File: src/common/lidc_pkg.sv
// Purpose: shared constants and types for the display instruction decoder
// Assumes: 50 MHz core clock, host bus sampled synchronously
// Notes: execution times scaled from the 270 kHz oscillator figures
package lidc_pkg;
   localparam int CLK_MHZ = 50;
   localparam int EXEC_NS = 39000;
   localparam int DATA_NS = 43000;
   localparam int EXEC_CYC = (EXEC_NS * CLK_MHZ) / 1000;
   localparam int DATA_CYC = (DATA_NS * CLK_MHZ) / 1000;
   localparam int BLINK_MS = 370;
   localparam int BLINK_CYC = BLINK_MS * CLK_MHZ * 1000;
   localparam int CNT_W = 25;
   localparam logic [6:0] AC_RST = 7'h00;
   localparam logic [5:0] SQ_MAX = 6'h30;
   localparam logic [6:0] LINE2_BASE = 7'h40;
   localparam logic [6:0] LINE1_END2 = 7'h27;
   localparam logic [6:0] LINE_END1 = 7'h4F;
   localparam logic [6:0] ROW4_LAST = 7'h13;
   localparam logic [6:0] ROW4_STEP = 7'h20;
   localparam logic [1:0] RAM_TEXT = 2'h0;
   localparam logic [1:0] RAM_GLYPH = 2'h1;
   localparam logic [1:0] RAM_ICON = 2'h2;

   typedef struct packed {
      logic cmd_or_data;
      logic rd_not_wr;
      logic [7:0] data;
   } lidc_req_type;

   typedef struct packed {
      logic glyph_six_dot;
      logic cursor_invert;
      logic four_row_mode;
      logic dual_row;
      logic bus_width_sel;
      logic shift_or_scroll_sel;
      logic invert_all;
      logic user_glyph_blink;
      logic slow_clock_mode;
      logic [3:0] line_shift_en;
      logic [3:0] dot_scroll_line_en;
      logic [5:0] scroll_amount;
   } lidc_cfg_type;

   typedef enum logic [1:0] {
      ST_IDLE = 2'b00,
      ST_BUSY = 2'b01
   } lidc_state_type;
endpackage : lidc_pkg

File: src/rtl/lidc_decoder.sv
// Purpose: instruction decoder of a character display controller
// Assumes: host requests arrive as a valid/ready stream, already assembled to bytes
// Notes: RAM itself lives outside; this block drives its address, data and strobes
//
// Contract
// - six-dot font, execution time times 6/5
// - cursor inversion toggles every 370 ms
// - four-row mode forces 4-line, ignores dual-row
// - shift moves cursor or display, no RAM
// - cursor wraps line after 80, 40 or 20
// - display shift per enabled line, counter kept
// - scroll select low: dot scroll line enables
// - scroll select high: line shift enables
// - each enable covers eight commons
// - bus width bit selects 8 or 4 bit
// - dual-row picks 1/2 line unless four-row
// - shift/scroll select writable only with pin high
// - invert-all reverses every dot
// - alternate table gates extended settings
// - user glyph blink enables RAM blink
// - slow clock divides by 4 or 2
// - slow clock: frame 5/6, no shifts; the code does not block shifts in slow clock
// - DB6 opcode loads glyph RAM address
// - alternate table: DB6 loads icon address
// - DB7 loads 7-bit text buffer address
// - four-row text buffer line ranges
// - scroll amount 0-47, top bits mean 48
// - counter steps by one per RAM access
`timescale 1ns/1ps
module lidc_decoder
   import lidc_pkg::*;
#(
   parameter int BLINK_CYCLES = BLINK_CYC
) (
   input wire logic CORE_CLK_IN,
   input wire logic SYS_RST_IN,
   input wire logic REQ_VALID_IN,
   input wire lidc_req_type REQ_IN,
   output logic REQ_READY_OUT,
   output logic RSP_VALID_OUT,
   input wire logic RSP_READY_IN,
   output logic [7:0] RSP_DATA_OUT,
   input wire logic TABLE_SELECT_PIN_IN,
   input wire logic EXPANDER_PRESENT_PIN_IN,
   input wire logic ENTRY_INCREMENT_IN,
   input wire logic [7:0] RAM_RDATA_IN,
   output logic RAM_WR_OUT,
   output logic RAM_RD_OUT,
   output logic [1:0] RAM_SEL_OUT,
   output logic [6:0] RAM_ADDR_OUT,
   output logic [7:0] RAM_WDATA_OUT,
   output lidc_cfg_type CFG_OUT,
   output logic [1:0] LINE_COUNT_OUT,
   output logic [1:0] CLK_DIV_OUT,
   output logic DISPLAY_SHIFT_OUT,
   output logic SHIFT_RIGHT_OUT,
   output logic [3:0] SHIFT_LINES_OUT,
   output logic [3:0] SCROLL_LINES_OUT,
   output logic [5:0] SCROLL_DOTS_OUT,
   output logic CURSOR_INV_PHASE_OUT,
   output logic BUSY_FLAG_OUT
);
   // two-entry skid buffer on the read-answer path
   logic [7:0] buf_r [2];
   logic [1:0] cnt_r;
   logic wp_r;
   logic rp_r;
   logic push;
   logic pop;

   lidc_cfg_type cfg_r;
   lidc_state_type state_r;
   logic alt_r;
   logic [6:0] addr_counter_r;
   logic [1:0] ram_sel_r;
   logic [CNT_W-1:0] busy_cnt_r;
   logic [CNT_W-1:0] blink_cnt_r;
   logic inv_phase_r;
   logic ram_wr_r;
   logic ram_rd_r;
   logic [7:0] wdata_r;
   logic [6:0] acc_addr_r;
   logic rd_pend_r;
   logic shift_pulse_r;
   logic shift_right_r;
   logic [1:0] lines;
   logic take;
   lidc_req_type rq;

   // scaled execution time: font 6/5, slow clock 4x or 2x
   function automatic logic [CNT_W-1:0] exec_cycles(input int base, input lidc_cfg_type c,
                                                   input logic expander_present_pin, input logic [1:0] ln);
      int t;
      t = base;
      if (c.glyph_six_dot)
         t = (t * 6) / 5;
      if (!expander_present_pin && c.slow_clock_mode)
         t = (ln == 2'd1) ? t * 4 : t * 2;
      return CNT_W'(t);
   endfunction : exec_cycles

   // one step of the address counter with line wrap in the text buffer
   function automatic logic [6:0] step_addr(input logic [6:0] a, input logic up,
                                            input logic [1:0] ln, input logic [1:0] sel);
      logic [6:0] n;
      n = up ? a + 7'd1 : a - 7'd1;
      if (sel == RAM_TEXT) begin
         if (ln == 2'd2) begin
            if (up && a == LINE1_END2)
               n = LINE2_BASE;
            else if (up && a == LINE2_BASE + LINE1_END2)
               n = AC_RST;
            else if (!up && a == LINE2_BASE)
               n = LINE1_END2;
            else if (!up && a == AC_RST)
               n = LINE2_BASE + LINE1_END2;
         end else if (ln == 2'd3) begin
            if (up && a[4:0] == ROW4_LAST[4:0])
               n = (a & 7'h60) + ROW4_STEP;
            else if (!up && a[4:0] == 5'h00)
               n = (a & 7'h60) - ROW4_STEP + ROW4_LAST;
         end else begin
            if (up && a == LINE_END1)
               n = AC_RST;
            else if (!up && a == AC_RST)
               n = LINE_END1;
         end
      end
      return n;
   endfunction : step_addr

   // 1 = one line, 2 = two, 3 = four
   assign lines = cfg_r.four_row_mode ? 2'd3 : (cfg_r.dual_row ? 2'd2 : 2'd1);
   assign rq = REQ_IN;
   // a read is only taken when the answer buffer is empty
   assign take = REQ_VALID_IN && REQ_READY_OUT;
   assign push = rd_pend_r;
   assign pop = RSP_VALID_OUT && RSP_READY_IN;

   always_ff @(posedge CORE_CLK_IN) begin
      if (SYS_RST_IN) begin
         state_r <= ST_IDLE;
         busy_cnt_r <= '0;
      end else begin
         case (state_r)
            ST_IDLE: begin
               if (take && !(rq.rd_not_wr && !rq.cmd_or_data)) begin
                  state_r <= ST_BUSY;
                  busy_cnt_r <= exec_cycles(rq.cmd_or_data ? DATA_CYC : EXEC_CYC, cfg_r,
                                            EXPANDER_PRESENT_PIN_IN, lines);
               end
            end
            ST_BUSY: begin
               if (busy_cnt_r <= CNT_W'(1))
                  state_r <= ST_IDLE;
               busy_cnt_r <= busy_cnt_r - CNT_W'(1);
            end
            default: state_r <= ST_IDLE;
         endcase
      end
   end

   always_ff @(posedge CORE_CLK_IN) begin
      if (SYS_RST_IN) begin
         REQ_READY_OUT <= 1'b0;
         BUSY_FLAG_OUT <= 1'b0;
      end else begin
         // status reads wait like everything else; nothing is taken while busy
         REQ_READY_OUT <= !take && cnt_r == 2'd0 && !rd_pend_r && state_r == ST_IDLE;
         BUSY_FLAG_OUT <= state_r == ST_BUSY || take;
      end
   end

   // instruction decode by most significant set bit
   always_ff @(posedge CORE_CLK_IN) begin
      if (SYS_RST_IN) begin
         cfg_r <= '0;
         cfg_r.bus_width_sel <= 1'b1;
         alt_r <= 1'b0;
         addr_counter_r <= AC_RST;
         ram_sel_r <= RAM_TEXT;
         shift_pulse_r <= 1'b0;
         shift_right_r <= 1'b0;
      end else begin
         shift_pulse_r <= 1'b0;
         if (take && !rq.cmd_or_data && !rq.rd_not_wr) begin
            if (rq.data[7]) begin
               if (alt_r)
                  cfg_r.scroll_amount <= rq.data[5:0];
               else begin
                  addr_counter_r <= rq.data[6:0];
                  ram_sel_r <= RAM_TEXT;
               end
            end else if (rq.data[6]) begin
               if (alt_r) begin
                  addr_counter_r <= {3'b000, rq.data[3:0]};
                  ram_sel_r <= RAM_ICON;
               end else begin
                  addr_counter_r <= {1'b0, rq.data[5:0]};
                  ram_sel_r <= RAM_GLYPH;
               end
            end else if (rq.data[5]) begin
               cfg_r.bus_width_sel <= rq.data[4];
               cfg_r.dual_row <= rq.data[3];
               alt_r <= rq.data[2];
               if (rq.data[2]) begin
                  cfg_r.user_glyph_blink <= rq.data[1];
                  cfg_r.slow_clock_mode <= rq.data[0];
               end else begin
                  if (TABLE_SELECT_PIN_IN)
                     cfg_r.shift_or_scroll_sel <= rq.data[1];
                  cfg_r.invert_all <= rq.data[0];
               end
            end else if (rq.data[4]) begin
               if (alt_r) begin
                  if (cfg_r.shift_or_scroll_sel)
                     cfg_r.line_shift_en <= rq.data[3:0];
                  else
                     cfg_r.dot_scroll_line_en <= rq.data[3:0];
               end else if (rq.data[3]) begin
                  shift_pulse_r <= 1'b1;
                  shift_right_r <= rq.data[2];
               end else begin
                  addr_counter_r <= step_addr(addr_counter_r, rq.data[2], lines,
                                              RAM_TEXT);
               end
            end else if (rq.data[3] && alt_r) begin
               cfg_r.glyph_six_dot <= rq.data[2];
               cfg_r.cursor_invert <= rq.data[1];
               cfg_r.four_row_mode <= rq.data[0];
            end
         end else if (take && rq.cmd_or_data) begin
            addr_counter_r <= step_addr(addr_counter_r, ENTRY_INCREMENT_IN, lines,
                                        ram_sel_r);
         end
      end
   end

   always_ff @(posedge CORE_CLK_IN) begin
      if (SYS_RST_IN) begin
         ram_wr_r <= 1'b0;
         ram_rd_r <= 1'b0;
         wdata_r <= 8'h00;
         acc_addr_r <= AC_RST;
         rd_pend_r <= 1'b0;
      end else begin
         ram_wr_r <= take && rq.cmd_or_data && !rq.rd_not_wr;
         ram_rd_r <= take && rq.cmd_or_data && rq.rd_not_wr;
         rd_pend_r <= take && rq.rd_not_wr;
         if (take) begin
            wdata_r <= rq.data;
            acc_addr_r <= addr_counter_r;
         end
      end
   end

   // answer buffer; the status read captures flag and counter at acceptance
   logic [7:0] rsp_word;
   logic rd_ram_r;
   logic [7:0] stat_r;
   always_ff @(posedge CORE_CLK_IN) begin
      if (SYS_RST_IN) begin
         rd_ram_r <= 1'b0;
         stat_r <= 8'h00;
      end else begin
         rd_ram_r <= take && rq.cmd_or_data;
         if (take)
            stat_r <= {state_r == ST_BUSY, addr_counter_r};
      end
   end
   assign rsp_word = rd_ram_r ? RAM_RDATA_IN : stat_r;

   always_ff @(posedge CORE_CLK_IN) begin
      if (SYS_RST_IN) begin
         cnt_r <= 2'd0;
         buf_r[0] <= 8'h00;
         buf_r[1] <= 8'h00;
         wp_r <= 1'b0;
         rp_r <= 1'b0;
         RSP_VALID_OUT <= 1'b0;
         RSP_DATA_OUT <= 8'h00;
      end else begin
         if (push) begin
            buf_r[wp_r] <= rsp_word;
            wp_r <= !wp_r;
         end
         if (pop)
            rp_r <= !rp_r;
         cnt_r <= cnt_r + 2'(push) - 2'(pop);
         RSP_VALID_OUT <= (cnt_r + 2'(push) - 2'(pop)) != 2'd0;
         RSP_DATA_OUT <= push && (cnt_r == 2'(pop)) ? rsp_word
                         : buf_r[pop ? !rp_r : rp_r];
      end
   end

   // cursor inversion phase
   always_ff @(posedge CORE_CLK_IN) begin
      if (SYS_RST_IN || !cfg_r.cursor_invert) begin
         blink_cnt_r <= '0;
         inv_phase_r <= 1'b0;
      end else if (blink_cnt_r >= CNT_W'(BLINK_CYCLES - 1)) begin
         blink_cnt_r <= '0;
         inv_phase_r <= !inv_phase_r;
      end else begin
         blink_cnt_r <= blink_cnt_r + CNT_W'(1);
      end
   end

   always_ff @(posedge CORE_CLK_IN) begin
      if (SYS_RST_IN) begin
         CFG_OUT <= '0;
         LINE_COUNT_OUT <= 2'd1;
         CLK_DIV_OUT <= 2'd1;
         DISPLAY_SHIFT_OUT <= 1'b0;
         SHIFT_RIGHT_OUT <= 1'b0;
         SHIFT_LINES_OUT <= 4'h0;
         SCROLL_LINES_OUT <= 4'h0;
         SCROLL_DOTS_OUT <= 6'h00;
         CURSOR_INV_PHASE_OUT <= 1'b0;
         RAM_WR_OUT <= 1'b0;
         RAM_RD_OUT <= 1'b0;
         RAM_SEL_OUT <= RAM_TEXT;
         RAM_ADDR_OUT <= AC_RST;
         RAM_WDATA_OUT <= 8'h00;
      end else begin
         CFG_OUT <= cfg_r;
         LINE_COUNT_OUT <= lines;
         // divider also slows the frame rate
         CLK_DIV_OUT <= (!EXPANDER_PRESENT_PIN_IN && cfg_r.slow_clock_mode)
                        ? ((lines == 2'd1) ? 2'd3 : 2'd2) : 2'd1;
         DISPLAY_SHIFT_OUT <= shift_pulse_r && cfg_r.shift_or_scroll_sel;
         SHIFT_RIGHT_OUT <= shift_right_r;
         SHIFT_LINES_OUT <= cfg_r.shift_or_scroll_sel ? cfg_r.line_shift_en : 4'h0;
         SCROLL_LINES_OUT <= cfg_r.shift_or_scroll_sel ? 4'h0 : cfg_r.dot_scroll_line_en;
         SCROLL_DOTS_OUT <= (cfg_r.scroll_amount[5:4] == 2'b11) ? SQ_MAX
                            : cfg_r.scroll_amount;
         CURSOR_INV_PHASE_OUT <= inv_phase_r;
         RAM_WR_OUT <= ram_wr_r;
         RAM_RD_OUT <= ram_rd_r;
         RAM_SEL_OUT <= ram_sel_r;
         // the counter has already stepped when the strobe goes out, so hold the old address
         RAM_ADDR_OUT <= (ram_wr_r || ram_rd_r) ? acc_addr_r : addr_counter_r;
         RAM_WDATA_OUT <= wdata_r;
      end
   end
endmodule : lidc_decoder

File: config.mk
export PLATFORM = sky130hd
export DESIGN_NAME = lidc_decoder
export DESIGN_NICKNAME = d
export VERILOG_FILES = /design/src/common/lidc_pkg.sv /design/src/rtl/lidc_decoder.sv
export SDC_FILE = /design/constraint.sdc
export NUM_CORES = 1
export LEC_CHECK = 0
export BUFFER_PORTS_ARGS = -buffer_cell sky130_fd_sc_hd__buf_2
export CAP_MARGIN = 25
export CORE_ASPECT_RATIO = 0.75
export CORE_MARGIN = 1
export CORE_UTILIZATION = 34
export CTS_CLUSTER_SIZE = 16
export DETAILED_ROUTE_END_ITERATION = 7
export HOLD_SLACK_MARGIN = 0.05
export PLACE_DENSITY = 0.56
export REMOVE_ABC_BUFFERS = 1
export SYNTH_ARGS = -nofsm -noshare
export SYNTH_HDL_FRONTEND = slang
export SYNTH_SLANG_ARGS = --single-unit
File: constraint.sdc
create_clock -name CORE_CLK_IN -period 4.7 [get_ports CORE_CLK_IN]
set_input_delay 0.235 -clock CORE_CLK_IN [delete_from_list [all_inputs] [get_ports CORE_CLK_IN]]
set_output_delay 0.235 -clock CORE_CLK_IN [all_outputs]
set_load 0.03 [all_outputs]
==> results.py, run 1 <==
metrics = {
    "power": {
        "power_density_nw_per_um2": 437.2,
        "peakVddDrop_v": 0.0002534,
        "pwr-share-seq_pct": 41.1,
        "leakage_nw": 4.117,
        "p_sw_share_pct": 29.16,
        "pwr-share-comb_pct": 18.9,
        "p_int_mw": 3.312,
        "clock_power_share_pct": 40.0,
        "p_total_mw": 4.675,
        "p_sw_mw": 1.363,
    },
    "detailed_routing": {
        "dr_wl_met3_mm": 1.732,
        "ant_nets": 0,
        "first_pass_iters": 5,
        "drcViolationCount": 0,
        "drt_iter0_markers": 779,
        "postRouteWirelength_mm": 24.82,
        "wl_met1_mm": 12.52,
        "vias_per_cell": 5.284,
        "wl_met2_mm": 10.00,
        "wire_per_inst_um": 16.92,
        "vias": 7752,
        "highest_layer": "met4",
    },
    "layout": {
        "antenna_cells": 0,
        "syn_to_final_growth_pct": 17.76,
        "drive_above_1_share_pct": 15.85,
        "nets": 1142,
    },
    "critical_path": {
        "timing.rr.start": "addr_counter_r[0]$_SDFFE_PP0P_",
        "end_kind": "flip-flop",
        "reg2reg_slack_ns": 1.80,
        "crit_chain": "inv_1, ha_1, or4b_2, nor3_1, o21ai_0, or3_1, a221oi_1, o32ai_1",
        "arrival_ns": 3.28,
        "required_ns": 5.08,
        "crit_fanout": 11,
        "path_delay_family": "simple AND/OR/NAND/NOR gates",
        "crit_buf_inv": 1,
        "r2r-end": "addr_counter_r[5]$_SDFFE_PP0P_",
        "crit_slowest_cell": "or4b_2",
        "path_class": "reg -> reg",
        "crit_path_start_kind": "flip-flop",
        "reg2regPathDepth": 8,
        "max_stage_delay_ns": 0.69,
    },
    "clock_network": {
        "htree_levels": 1,
        "cts_setup_buffers": 0,
        "insertion_delay_ns": 0.52,
        "holdBufCountCts": 5,
        "ctsRootBufferMaster": "clkbuf_16",
        "cts.sinks": 201,
        "clkTransAtPathRegs_ns": 0.06,
        "cts_made_buffers": 22,
        "cts.path.max_buffers": 3,
        "cts_tree": "built",
        "cts-resized-gates": 0,
    },
    "place": {
        "place_congestion": 0.8675,
        "io_buffer_count": 98,
        "dp_hpwl_mm": 16.91,
    },
    "timing": {
        "tightest_slew_ns": 0.9531,
        "slew_violations": 0,
        "period_share_pct": 61.68,
        "min_period_ns": 2.899,
        "timing.fmax_ghz": 0.3449,
        "setup_viol": 0,
        "rsz0062_at_grt": "no",
        "finalHoldViolations": 0,
        "relSlewSlack_pct": 36.24,
        "clock-skew-final_ns": 0.01445,
        "tns_ns": 0,
        "hold_slack_ns": 0.07054,
    },
    "logic_synthesis": {
        "yosysUniqueCellTypes": 66,
        "synth-seq-cells": 201,
        "ys_warn_count": 0,
        "ys_dominant_reg_cell": "dfxtp_1",
        "syn-instance-count": 1037,
        "synth_edf_count": 16,
        "seq_area_frac_synth_pct": 46.07,
        "async_flop_share_pct": 0,
        "netlist_area_um2": 9081,
        "synth.avg_cell_area_um2": 8.757,
    },
    "die": {
        "io_pins": 99,
        "die_w_um": 190.7,
        "start_util_pct": 34.80,
        "die-area_um2": 27370,
        "core_area_um2": 26100,
        "die_h_um": 143.5,
        "core.rowCount": 51,
    },
    "worst_hold_path": {
        "hp-start": "REQ_IN[6]",
        "holdCritPathClass": "in -> reg",
        "holdPathStages": 3,
        "min_to": "wdata_r[6]$_SDFFE_PP0P_",
    },
    "grt": {
        "antenna_found_initial": 0,
        "grt_pass1_vias": 6997,
        "gr-total-overflow": 0,
        "gr-usage-all-layers_pct": 17.97,
        "grt_pass1_wl_mm": 39.05,
        "grt_max_degree": 72,
    },
    "flow_run": {
        "cap_violations": 0,
    },
    "status": {
        "run_status": "finished, final reports clean",
    },
}
[area by class of cell]
| cell class | instances | area, µm² |
|---|---|---|
| Fill cell | 2597 | 15400 |
| Multi-Input combinational cell | 744 | 4562 |
| Sequential cell | 201 | 4184 |
| Clock buffer | 30 | 651.9 |
| Timing Repair Buffer | 116 | 648.1 |
| Tap cell | 344 | 430.4 |
| Clock inverter | 10 | 135.1 |
| Inverter | 22 | 82.58 |
[worst min-delay path, delay by kind of cell]
| kind | cells | cell delay [ns] |
|---|---|---|
| simple gates | 1 | 0.08 |
| compound gates | 1 | 0.06 |
| buf+inv | 1 | 0.16 |
[stage by stage]
stage / setup WS [ns] / std cells / util [%] / instance area [µm²]
floorplan: 2.223 / 967 / - / 8818
global placement: 1.948 / 1421 / 37.71 / 9842
detailed placement: 1.885 / 1421 / 37.71 / 9842
CTS: 1.861 / 1466 / 40.92 / 10680
global route: 1.698 / 1467 / 40.98 / 10690
finish: 1.801 / 1467 / 40.98 / 10690
[kinds of logic (layout without fill, tap and decap cells)]
logic type	Yosys count	count (layout)	share of synthesized area, %
buffers and inverters	92	178	3.803
multiplexers	41	41	4.698
AO/OA/AOI/OAI	232	232	16.56
XOR/XNOR	51	51	4.919
flip-flops	201	201	46.07
AND/OR/NAND/NOR	410	410	22.57
adder cells (fa/ha/maj)	10	10	1.378
[per-layer routing]
| metal | track usage (%) | vias to the layer above |
|---|---|---|
| li1 | - | 3821 |
| met1 | 27.20 | 3621 |
| met2 | 25.22 | 261 |
| met3 | 3.761 | 49 |
| met4 | 4.884 | 0 |
| met5 | 0 | - |
[worst max path at each step]
stage,from,end,depth (start not counted)
2_1_floorplan,busy_cnt_r[7]$_SDFFE_PP0P_,busy_cnt_r[20]$_SDFFE_PP0P_,6
3_3_place_gp,addr_counter_r[0]$_SDFFE_PP0P_,addr_counter_r[4]$_SDFFE_PP0P_,7
3_5_place_dp,addr_counter_r[0]$_SDFFE_PP0P_,addr_counter_r[5]$_SDFFE_PP0P_,8
4_1_cts,addr_counter_r[0]$_SDFFE_PP0P_,addr_counter_r[5]$_SDFFE_PP0P_,8
5_1_grt,addr_counter_r[0]$_SDFFE_PP0P_,addr_counter_r[4]$_SDFFE_PP0P_,7
6_report,addr_counter_r[0]$_SDFFE_PP0P_,addr_counter_r[5]$_SDFFE_PP0P_,8
[flip-flops by register name, summed over array words and instances, names as in the netlist, 2 cells and up]
name,count
acc_addr_r,6
cnt_r,2
LINE_COUNT_OUT,2
wdata_r,8
SCROLL_DOTS_OUT,6
ram_sel_r,2
CLK_DIV_OUT,2
addr_counter_r,7
buf_r,16
stat_r,2
RSP_DATA_OUT,8
SCROLL_LINES_OUT,4
CFG_OUT,23
blink_cnt_r,25
RAM_SEL_OUT,2
busy_cnt_r,25
cfg_r,23
RAM_WDATA_OUT,8
SHIFT_LINES_OUT,4
RAM_ADDR_OUT,7
[synth_stat cells, drive strengths merged, types with 20 or more instances]
cell	instances	area share [%]
nand3	24	1.3
a211oi	45	3.7
inv	21	0.87
xnor2	21	2.0
clkbuf	59	2.4
dfxtp	185	41
o21ai	43	2.4
nor3	20	1.1
nor2	113	4.7
nand2	104	4.3
a21oi	68	3.7
mux2i	28	3.1
nor2b	42	2.9
xor2	30	2.9
[cells in the final DEF, fill, tap and decap left out, types with 13 or more instances in the layout]
cell type / count
buf_2: 97
clkbuf_16: 23
a211oi_1: 45
or3_1: 14
nor2b_1: 42
and2_1: 16
nand2_1: 104
nor2_1: 113
o21ai_0: 41
nor3_1: 20
dfxtp_1: 185
a21oi_1: 68
xnor2_1: 21
mux2i_1: 28
inv_1: 21
nand3_1: 24
buf_4: 13
xor2_1: 30
nand4_1: 14
edfxtp_1: 16
mux2_2: 13
[power groups by stage]
| stage | Combinational, mW | Clock [mW] | Sequential, mW |
|---|---|---|---|
| finish | 0.883 | 1.87 | 1.92 |
| global route | 0.972 | 1.99 | 1.94 |
| CTS | 0.878 | 1.92 | 1.92 |
| detailed placement | 0.870 | 0 | 1.96 |
| global placement | 0.874 | 0 | 1.96 |
| floorplan | 0.574 | 0 | 1.99 |
No activity file was read; power rests on OpenSTA's default activity.
==> run 2: changes to the inputs <==
--- a/config.mk
+++ b/config.mk
@@ -13,7 +13,7 @@
 export CTS_CLUSTER_SIZE = 16
 export DETAILED_ROUTE_END_ITERATION = 7
 export HOLD_SLACK_MARGIN = 0.05
-export PLACE_DENSITY = 0.56
+export PLACE_DENSITY = 0.58
 export REMOVE_ABC_BUFFERS = 1
 export SYNTH_ARGS = -nofsm -noshare
 export SYNTH_HDL_FRONTEND = slang
==> constraint.sdc (replaced) <==
create_clock -name CORE_CLK_IN -period 2.5 [get_ports CORE_CLK_IN]
set_input_delay 0.125 -clock CORE_CLK_IN [delete_from_list [all_inputs] [get_ports CORE_CLK_IN]]
set_output_delay 0.125 -clock CORE_CLK_IN [all_outputs]
set_load 0.03 [all_outputs]
==> results.py, run 2 (same netlist as run 1, synthesis figures left out) <==
metrics = {
    "detailed_routing": {
        "first_pass_iters": 5,
        "vias": 7948,
        "vias_per_cell": 5.178,
        "postRouteWirelength_mm": 25.89,
        "drcViolationCount": 0,
        "ant_nets": 0,
        "drt_iter0_markers": 628,
        "wire_per_inst_um": 16.87,
    },
    "timing": {
        "timing.fmax_ghz": 0.4012,
        "slew_violations": 0,
        "finalHoldViolations": 0,
        "tns_ns": 0,
        "rsz0062_at_grt": "yes",
        "hold_slack_ns": 0.1345,
        "period_share_pct": 99.69,
        "tightest_slew_ns": 0.6166,
        "setup_ws_ns": 0.007776,
        "relSlewSlack_pct": 58.30,
        "clock-skew-final_ns": 0.005617,
        "min_period_ns": 2.492,
        "setup_viol": 0,
    },
    "status": {
        "run_status": "finished, final reports clean",
    },
    "clock_network": {
        "cts_made_buffers": 22,
        "insertion_delay_ns": 0.51,
        "ctsRootBufferMaster": "clkbuf_16",
        "clkTransAtPathRegs_ns": 0.06,
        "cts.path.max_buffers": 3,
        "cts_tree": "built",
        "htree_levels": 1,
        "cts.sinks": 201,
    },
    "grt": {
        "gr-total-overflow": 0,
        "grt_max_degree": 129,
        "grt_pass1_vias": 7387,
        "antenna_found_initial": 0,
        "grt_pass1_wl_mm": 40.95,
        "gr-usage-all-layers_pct": 18.81,
    },
    "critical_path": {
        "crit_chain": "or4_4, or4_4, or2_4, or4_4, and3_1, o21a_1",
        "r2r-end": "busy_cnt_r[20]$_SDFFE_PP0P_",
        "max_stage_delay_ns": 0.54,
        "crit_fanout": 5,
        "required_ns": 2.91,
        "reg2reg_slack_ns": 0.008,
        "end_kind": "flip-flop",
        "reg2regPathDepth": 6,
        "arrival_ns": 2.90,
        "timing.rr.start": "busy_cnt_r[7]$_SDFFE_PP0P_",
        "path_class": "reg -> reg",
        "crit_path_start_kind": "flip-flop",
        "cpMostUsedCell": "or4_4",
        "crit_slowest_cell": "or4_4",
    },
    "die": {
        "die-area_um2": 27370,
        "io_pins": 99,
        "die_h_um": 143.5,
        "core_area_um2": 26100,
        "die_w_um": 190.7,
        "core.rowCount": 51,
        "start_util_pct": 34.80,
    },
    "power": {
        "peakVddDrop_v": 0.0004736,
        "leakage_nw": 4.472,
        "power_density_nw_per_um2": 804.1,
        "p_total_mw": 9.111,
    },
    "layout": {
        "reg.largest.list": "blink_cnt_r x25, busy_cnt_r x25",
        "final_util_pct": 43.42,
        "syn_to_final_growth_pct": 24.77,
        "drive_above_1_share_pct": 20.24,
        "final_cell_mix": "185 x dfxtp_1, 113 x nor2_1, 104 x nand2_1, 97 x buf_2, 68 x a21oi_1",
        "layout_commonest_cell": "dfxtp_1",
        "finalInstanceArea_um2": 11330,
        "nets": 1211,
        "antenna_cells": 0,
        "seqCellArea_um2": 4184,
        "stdcell_count": 1535,
        "fill_cells": 2595,
        "multiInputGateArea_um2": 4613,
    },
    "worst_hold_path": {
        "min_to": "CFG_OUT[21]$_SDFF_PP0_",
        "holdPathStages": 4,
        "hp-start": "SYS_RST_IN",
        "holdCritPathClass": "in -> reg",
    },
    "place": {
        "place_congestion": 0.9369,
        "dpl.cell_count": 1478,
        "dpl_worst_slack_ns": -0.01849,
        "dp_hpwl_mm": 18.09,
        "io_buffer_count": 98,
        "placed_area_um2": 10300,
    },
    "flow_run": {
        "cap_violations": 0,
    },
}
[run 2: cell count changes in the layout (fill, tap and decap cells not counted), moves of 2 or more]
cell,delta
buf_12,+3
dlygate4sd3_1,+13
clkinvlp_4,+2
buf_4,+54
[run 2: worst max-delay path by stage]
stage,from,to,slack [ns],cells past startpoint
final,busy_cnt_r[7]$_SDFFE_PP0P_,busy_cnt_r[20]$_SDFFE_PP0P_,0.008,6
after global routing,busy_cnt_r[7]$_SDFFE_PP0P_,busy_cnt_r[20]$_SDFFE_PP0P_,-0.04,6
after CTS,addr_counter_r[0]$_SDFFE_PP0P_,addr_counter_r[6]$_SDFFE_PP0P_,0.002,9
after detailed placement,addr_counter_r[0]$_SDFFE_PP0P_,addr_counter_r[6]$_SDFFE_PP0P_,-0.02,9
after global placement,addr_counter_r[0]$_SDFFE_PP0P_,addr_counter_r[6]$_SDFFE_PP0P_,0.01,9
after floorplan,busy_cnt_r[7]$_SDFFE_PP0P_,busy_cnt_r[20]$_SDFFE_PP0P_,0.02,6
[run 2: cell type report]
cell class                      instances  share of cell area (%)
Multi-Input combinational cell        744                   40.71
Inverter                               22                  0.7288
Clock buffer                           27                   5.378
Sequential cell                       201                   36.93
Clock inverter                         12                   1.612
Tap cell                              344                   3.799
Timing Repair Buffer                  185                   10.84
[run 2: what timing repair did]
action | CTS | global route
setup endpoints to repair | 3 | 8
resized for setup | 2 | 10
pin swaps | 0 | 1
hold endpoints to repair | 45 | 0
hold buffers | 18 | 0
buffers inserted | 0 | 0
[run 2: power breakdown]
| part | leakage, nW | switching, mW | internal, mW |
|---|---|---|---|
| combinational | 2.43 | 1.15 | 0.880 |
| sequential | 1.66 | 0.146 | 3.42 |
| clock | 0.381 | 1.36 | 2.16 |
| total | 4.47 | 2.65 | 6.46 |
[run 2: layer usage]
layer	vias up	routed length (µm)	GRT usage, %
met1	3727	13120	28.16
li1	3951	-	-
met2	234	10650	27.06
met3	36	1642	4.322
met4	0	474	3.874
met5	-	0	0
[run 2: critical path: cells and delay by family, from the launching register on]
kind            cells  cell delay (ns)
simple gates        5             1.91
compound gates      1             0.17
flops               1             0.31
==> run 3: changes to the inputs <==
--- a/config.mk
+++ b/config.mk
@@ -13,8 +13,8 @@
 export CTS_CLUSTER_SIZE = 16
 export DETAILED_ROUTE_END_ITERATION = 7
 export HOLD_SLACK_MARGIN = 0.05
-export PLACE_DENSITY = 0.58
-export REMOVE_ABC_BUFFERS = 1
+export PLACE_DENSITY = 0.56
+export SETUP_SLACK_MARGIN = 0.05
 export SYNTH_ARGS = -nofsm -noshare
 export SYNTH_HDL_FRONTEND = slang
 export SYNTH_SLANG_ARGS = --single-unit
==> constraint.sdc (replaced) <==
create_clock -name CORE_CLK_IN -period 3.14 [get_ports CORE_CLK_IN]
set_input_delay 0.157 -clock CORE_CLK_IN [delete_from_list [all_inputs] [get_ports CORE_CLK_IN]]
set_output_delay 0.157 -clock CORE_CLK_IN [all_outputs]
set_load 0.03 [all_outputs]
==> results.py, run 3 (same netlist as run 1, synthesis figures left out) <==
metrics = {
    "critical_path": {
        "crit_end": "addr_counter_r[6]$_SDFFE_PP0P_",
        "crit_path_start_kind": "flip-flop",
        "reg2reg_slack_ns": 0.35,
        "crit_start": "addr_counter_r[1]$_SDFFE_PP0P_",
        "reg2regPathDepth": 9,
        "crit_fanout": 9,
        "arrival_ns": 3.25,
        "crit_slowest_cell": "or4b_1",
        "required_ns": 3.60,
        "max_stage_delay_ns": 0.58,
        "timing.rr.start": "addr_counter_r[1]$_SDFFE_PP0P_",
        "crit_chain": "inv_1, ha_1, or4b_1, or3_1, nand2_1, a311oi_1, a2111oi_0, buf_4, o2111a_1",
        "path_class": "reg -> reg",
        "r2r-end": "addr_counter_r[6]$_SDFFE_PP0P_",
        "end_kind": "flip-flop",
    },
    "timing": {
        "min_period_ns": 2.791,
        "setup_viol": 0,
        "setup_ws_ns": 0.3486,
        "finalHoldViolations": 0,
        "clock-skew-final_ns": 0.007605,
        "period_share_pct": 88.90,
        "slew_violations": 0,
        "tns_ns": 0,
        "rsz0062_at_grt": "no",
        "tightest_slew_ns": 0.9429,
        "relSlewSlack_pct": 36.93,
        "timing.fmax_ghz": 0.3582,
    },
    "clock_network": {
        "htree_levels": 1,
        "cts.sinks": 201,
        "holdBufCountCts": 17,
        "clkTransAtPathRegs_ns": 0.06,
        "cts.path.max_buffers": 3,
        "cts_made_buffers": 22,
        "cts_tree": "built",
        "insertion_delay_ns": 0.51,
        "cts-resized-gates": 0,
        "cts_setup_buffers": 0,
        "ctsRootBufferMaster": "clkbuf_16",
    },
    "status": {
        "run_status": "finished, final reports clean",
    },
    "layout": {
        "syn_to_final_growth_pct": 20.27,
        "reg.largest.list": "blink_cnt_r x25, busy_cnt_r x25",
        "layout_commonest_cell": "dfxtp_1",
        "nets": 1171,
        "fill_cells": 2601,
        "final_cell_mix": "185 x dfxtp_1, 113 x nor2_1, 104 x nand2_1, 97 x buf_2, 68 x a21oi_1",
        "antenna_cells": 0,
        "drive_above_1_share_pct": 16.93,
    },
    "power": {
        "pwr-share-comb_pct": 20.1,
        "peakVddDrop_v": 0.0003501,
        "p_sw_share_pct": 29.50,
        "p_sw_mw": 2.066,
        "power_density_nw_per_um2": 641.1,
        "leakage_nw": 4.245,
        "clock_power_share_pct": 39.3,
        "pwr-share-seq_pct": 40.7,
        "p_int_mw": 4.936,
    },
    "logic_synthesis": {
        "synth_nets": 1072,
    },
    "grt": {
        "top_usage_layer": "met1",
        "grtUsageMet2_pct": 26.56,
        "antenna_found_initial": 0,
        "grt_pass1_vias": 7067,
        "grtUsageMet1_pct": 27.07,
        "gr-total-overflow": 0,
        "met3_usage_pct": 3.663,
        "gr-usage-all-layers_pct": 18.06,
        "grt_max_degree": 49,
        "grt_pass1_wl_mm": 39.23,
    },
    "detailed_routing": {
        "postRouteWirelength_mm": 25.07,
        "ant_nets": 0,
        "vias": 7810,
        "drt_iter0_markers": 584,
        "wire_per_inst_um": 16.76,
        "first_pass_iters": 5,
        "drcViolationCount": 0,
        "vias_per_cell": 5.221,
    },
    "die": {
        "start_util_pct": 34.80,
        "die_h_um": 143.5,
        "core_area_um2": 26100,
        "die_w_um": 190.7,
        "io_pins": 99,
        "die-area_um2": 27370,
        "core.rowCount": 51,
    },
    "place": {
        "dp_hpwl_mm": 17.47,
        "io_buffer_count": 98,
        "place_congestion": 0.9237,
        "dpl_worst_slack_ns": 0.4404,
    },
    "flow_run": {
        "cap_violations": 0,
    },
    "worst_hold_path": {
        "holdCritPathClass": "in -> reg",
    },
}
==> run 3: worst min path at each step <==
| stage | from | end | slack [ns] | cells after the start |
|---|---|---|---|---|
| after floorplan | EXPANDER_PRESENT_PIN_IN | CLK_DIV_OUT[1]$_SDFF_PP0_ | 0.23 | 1 |
| after global placement | EXPANDER_PRESENT_PIN_IN | CLK_DIV_OUT[1]$_SDFF_PP0_ | 0.37 | 2 |
| after detailed placement | EXPANDER_PRESENT_PIN_IN | CLK_DIV_OUT[1]$_SDFF_PP0_ | 0.37 | 2 |
| after CTS | RAM_RDATA_IN[1] | buf_r[0][1]$_SDFFCE_PN0P_ | 0.06 | 3 |
| after global routing | RAM_RDATA_IN[1] | buf_r[0][1]$_SDFFCE_PN0P_ | 0.10 | 3 |
| final | RAM_RDATA_IN[1] | buf_r[0][1]$_SDFFCE_PN0P_ | 0.07 | 3 |
==> run 3: power by group through the flow <==
stage / Clock [mW] / Sequential, mW / Combinational (mW)
2_1_floorplan: 0 / 2.94 / 0.959
3_3_place_gp: 0 / 2.90 / 1.38
3_5_place_dp: 0 / 2.90 / 1.37
4_1_cts: 2.83 / 2.85 / 1.39
5_1_grt: 2.93 / 2.87 / 1.55
6_report: 2.75 / 2.85 / 1.41
==> run 3: final cells by class <==
class / instances / area, µm² / share of cell area [%]
multi-input combinational: 744 / 4558 / 41.73
sequential: 201 / 4184 / 38.31
timing repair buffer: 145 / 888.4 / 8.134
clock buffer: 27 / 609.3 / 5.579
tap: 344 / 430.4 / 3.941
clock inverter: 13 / 168.9 / 1.547
inverter: 22 / 82.58 / 0.7561
==> run 3: layer usage <==
layer	routed length (µm)	part of all wire, %	up-vias
li1	-	-	3874
met1	12790	51	3659
met2	10390	41	241
met3	1473	5.9	36
met4	414	1.7	0
met5	0	0	-
==> run 3: per-stage QoR <==
step	instances	power (mW)	area (µm²)	hold WS [ns]	util [%]
after floorplan	1037	3.897	9081	0.2286	-
after global placement	1439	4.276	9973	0.3660	38.21
after detailed placement	1439	4.270	9973	0.3719	38.21
after CTS	1496	7.068	10920	0.05593	41.85
after global routing	1496	7.344	10920	0.1015	41.85
final	1496	7.002	10920	0.06859	41.85
==> run 3: critical path: cells and delay by family (launching register included) <==
kind / cells / cell delay [ns]
flops: 1 / 0.38
fa+ha+maj: 1 / 0.16
compound gates: 3 / 0.68
simple gates: 3 / 1.19
buf+inv: 2 / 0.32
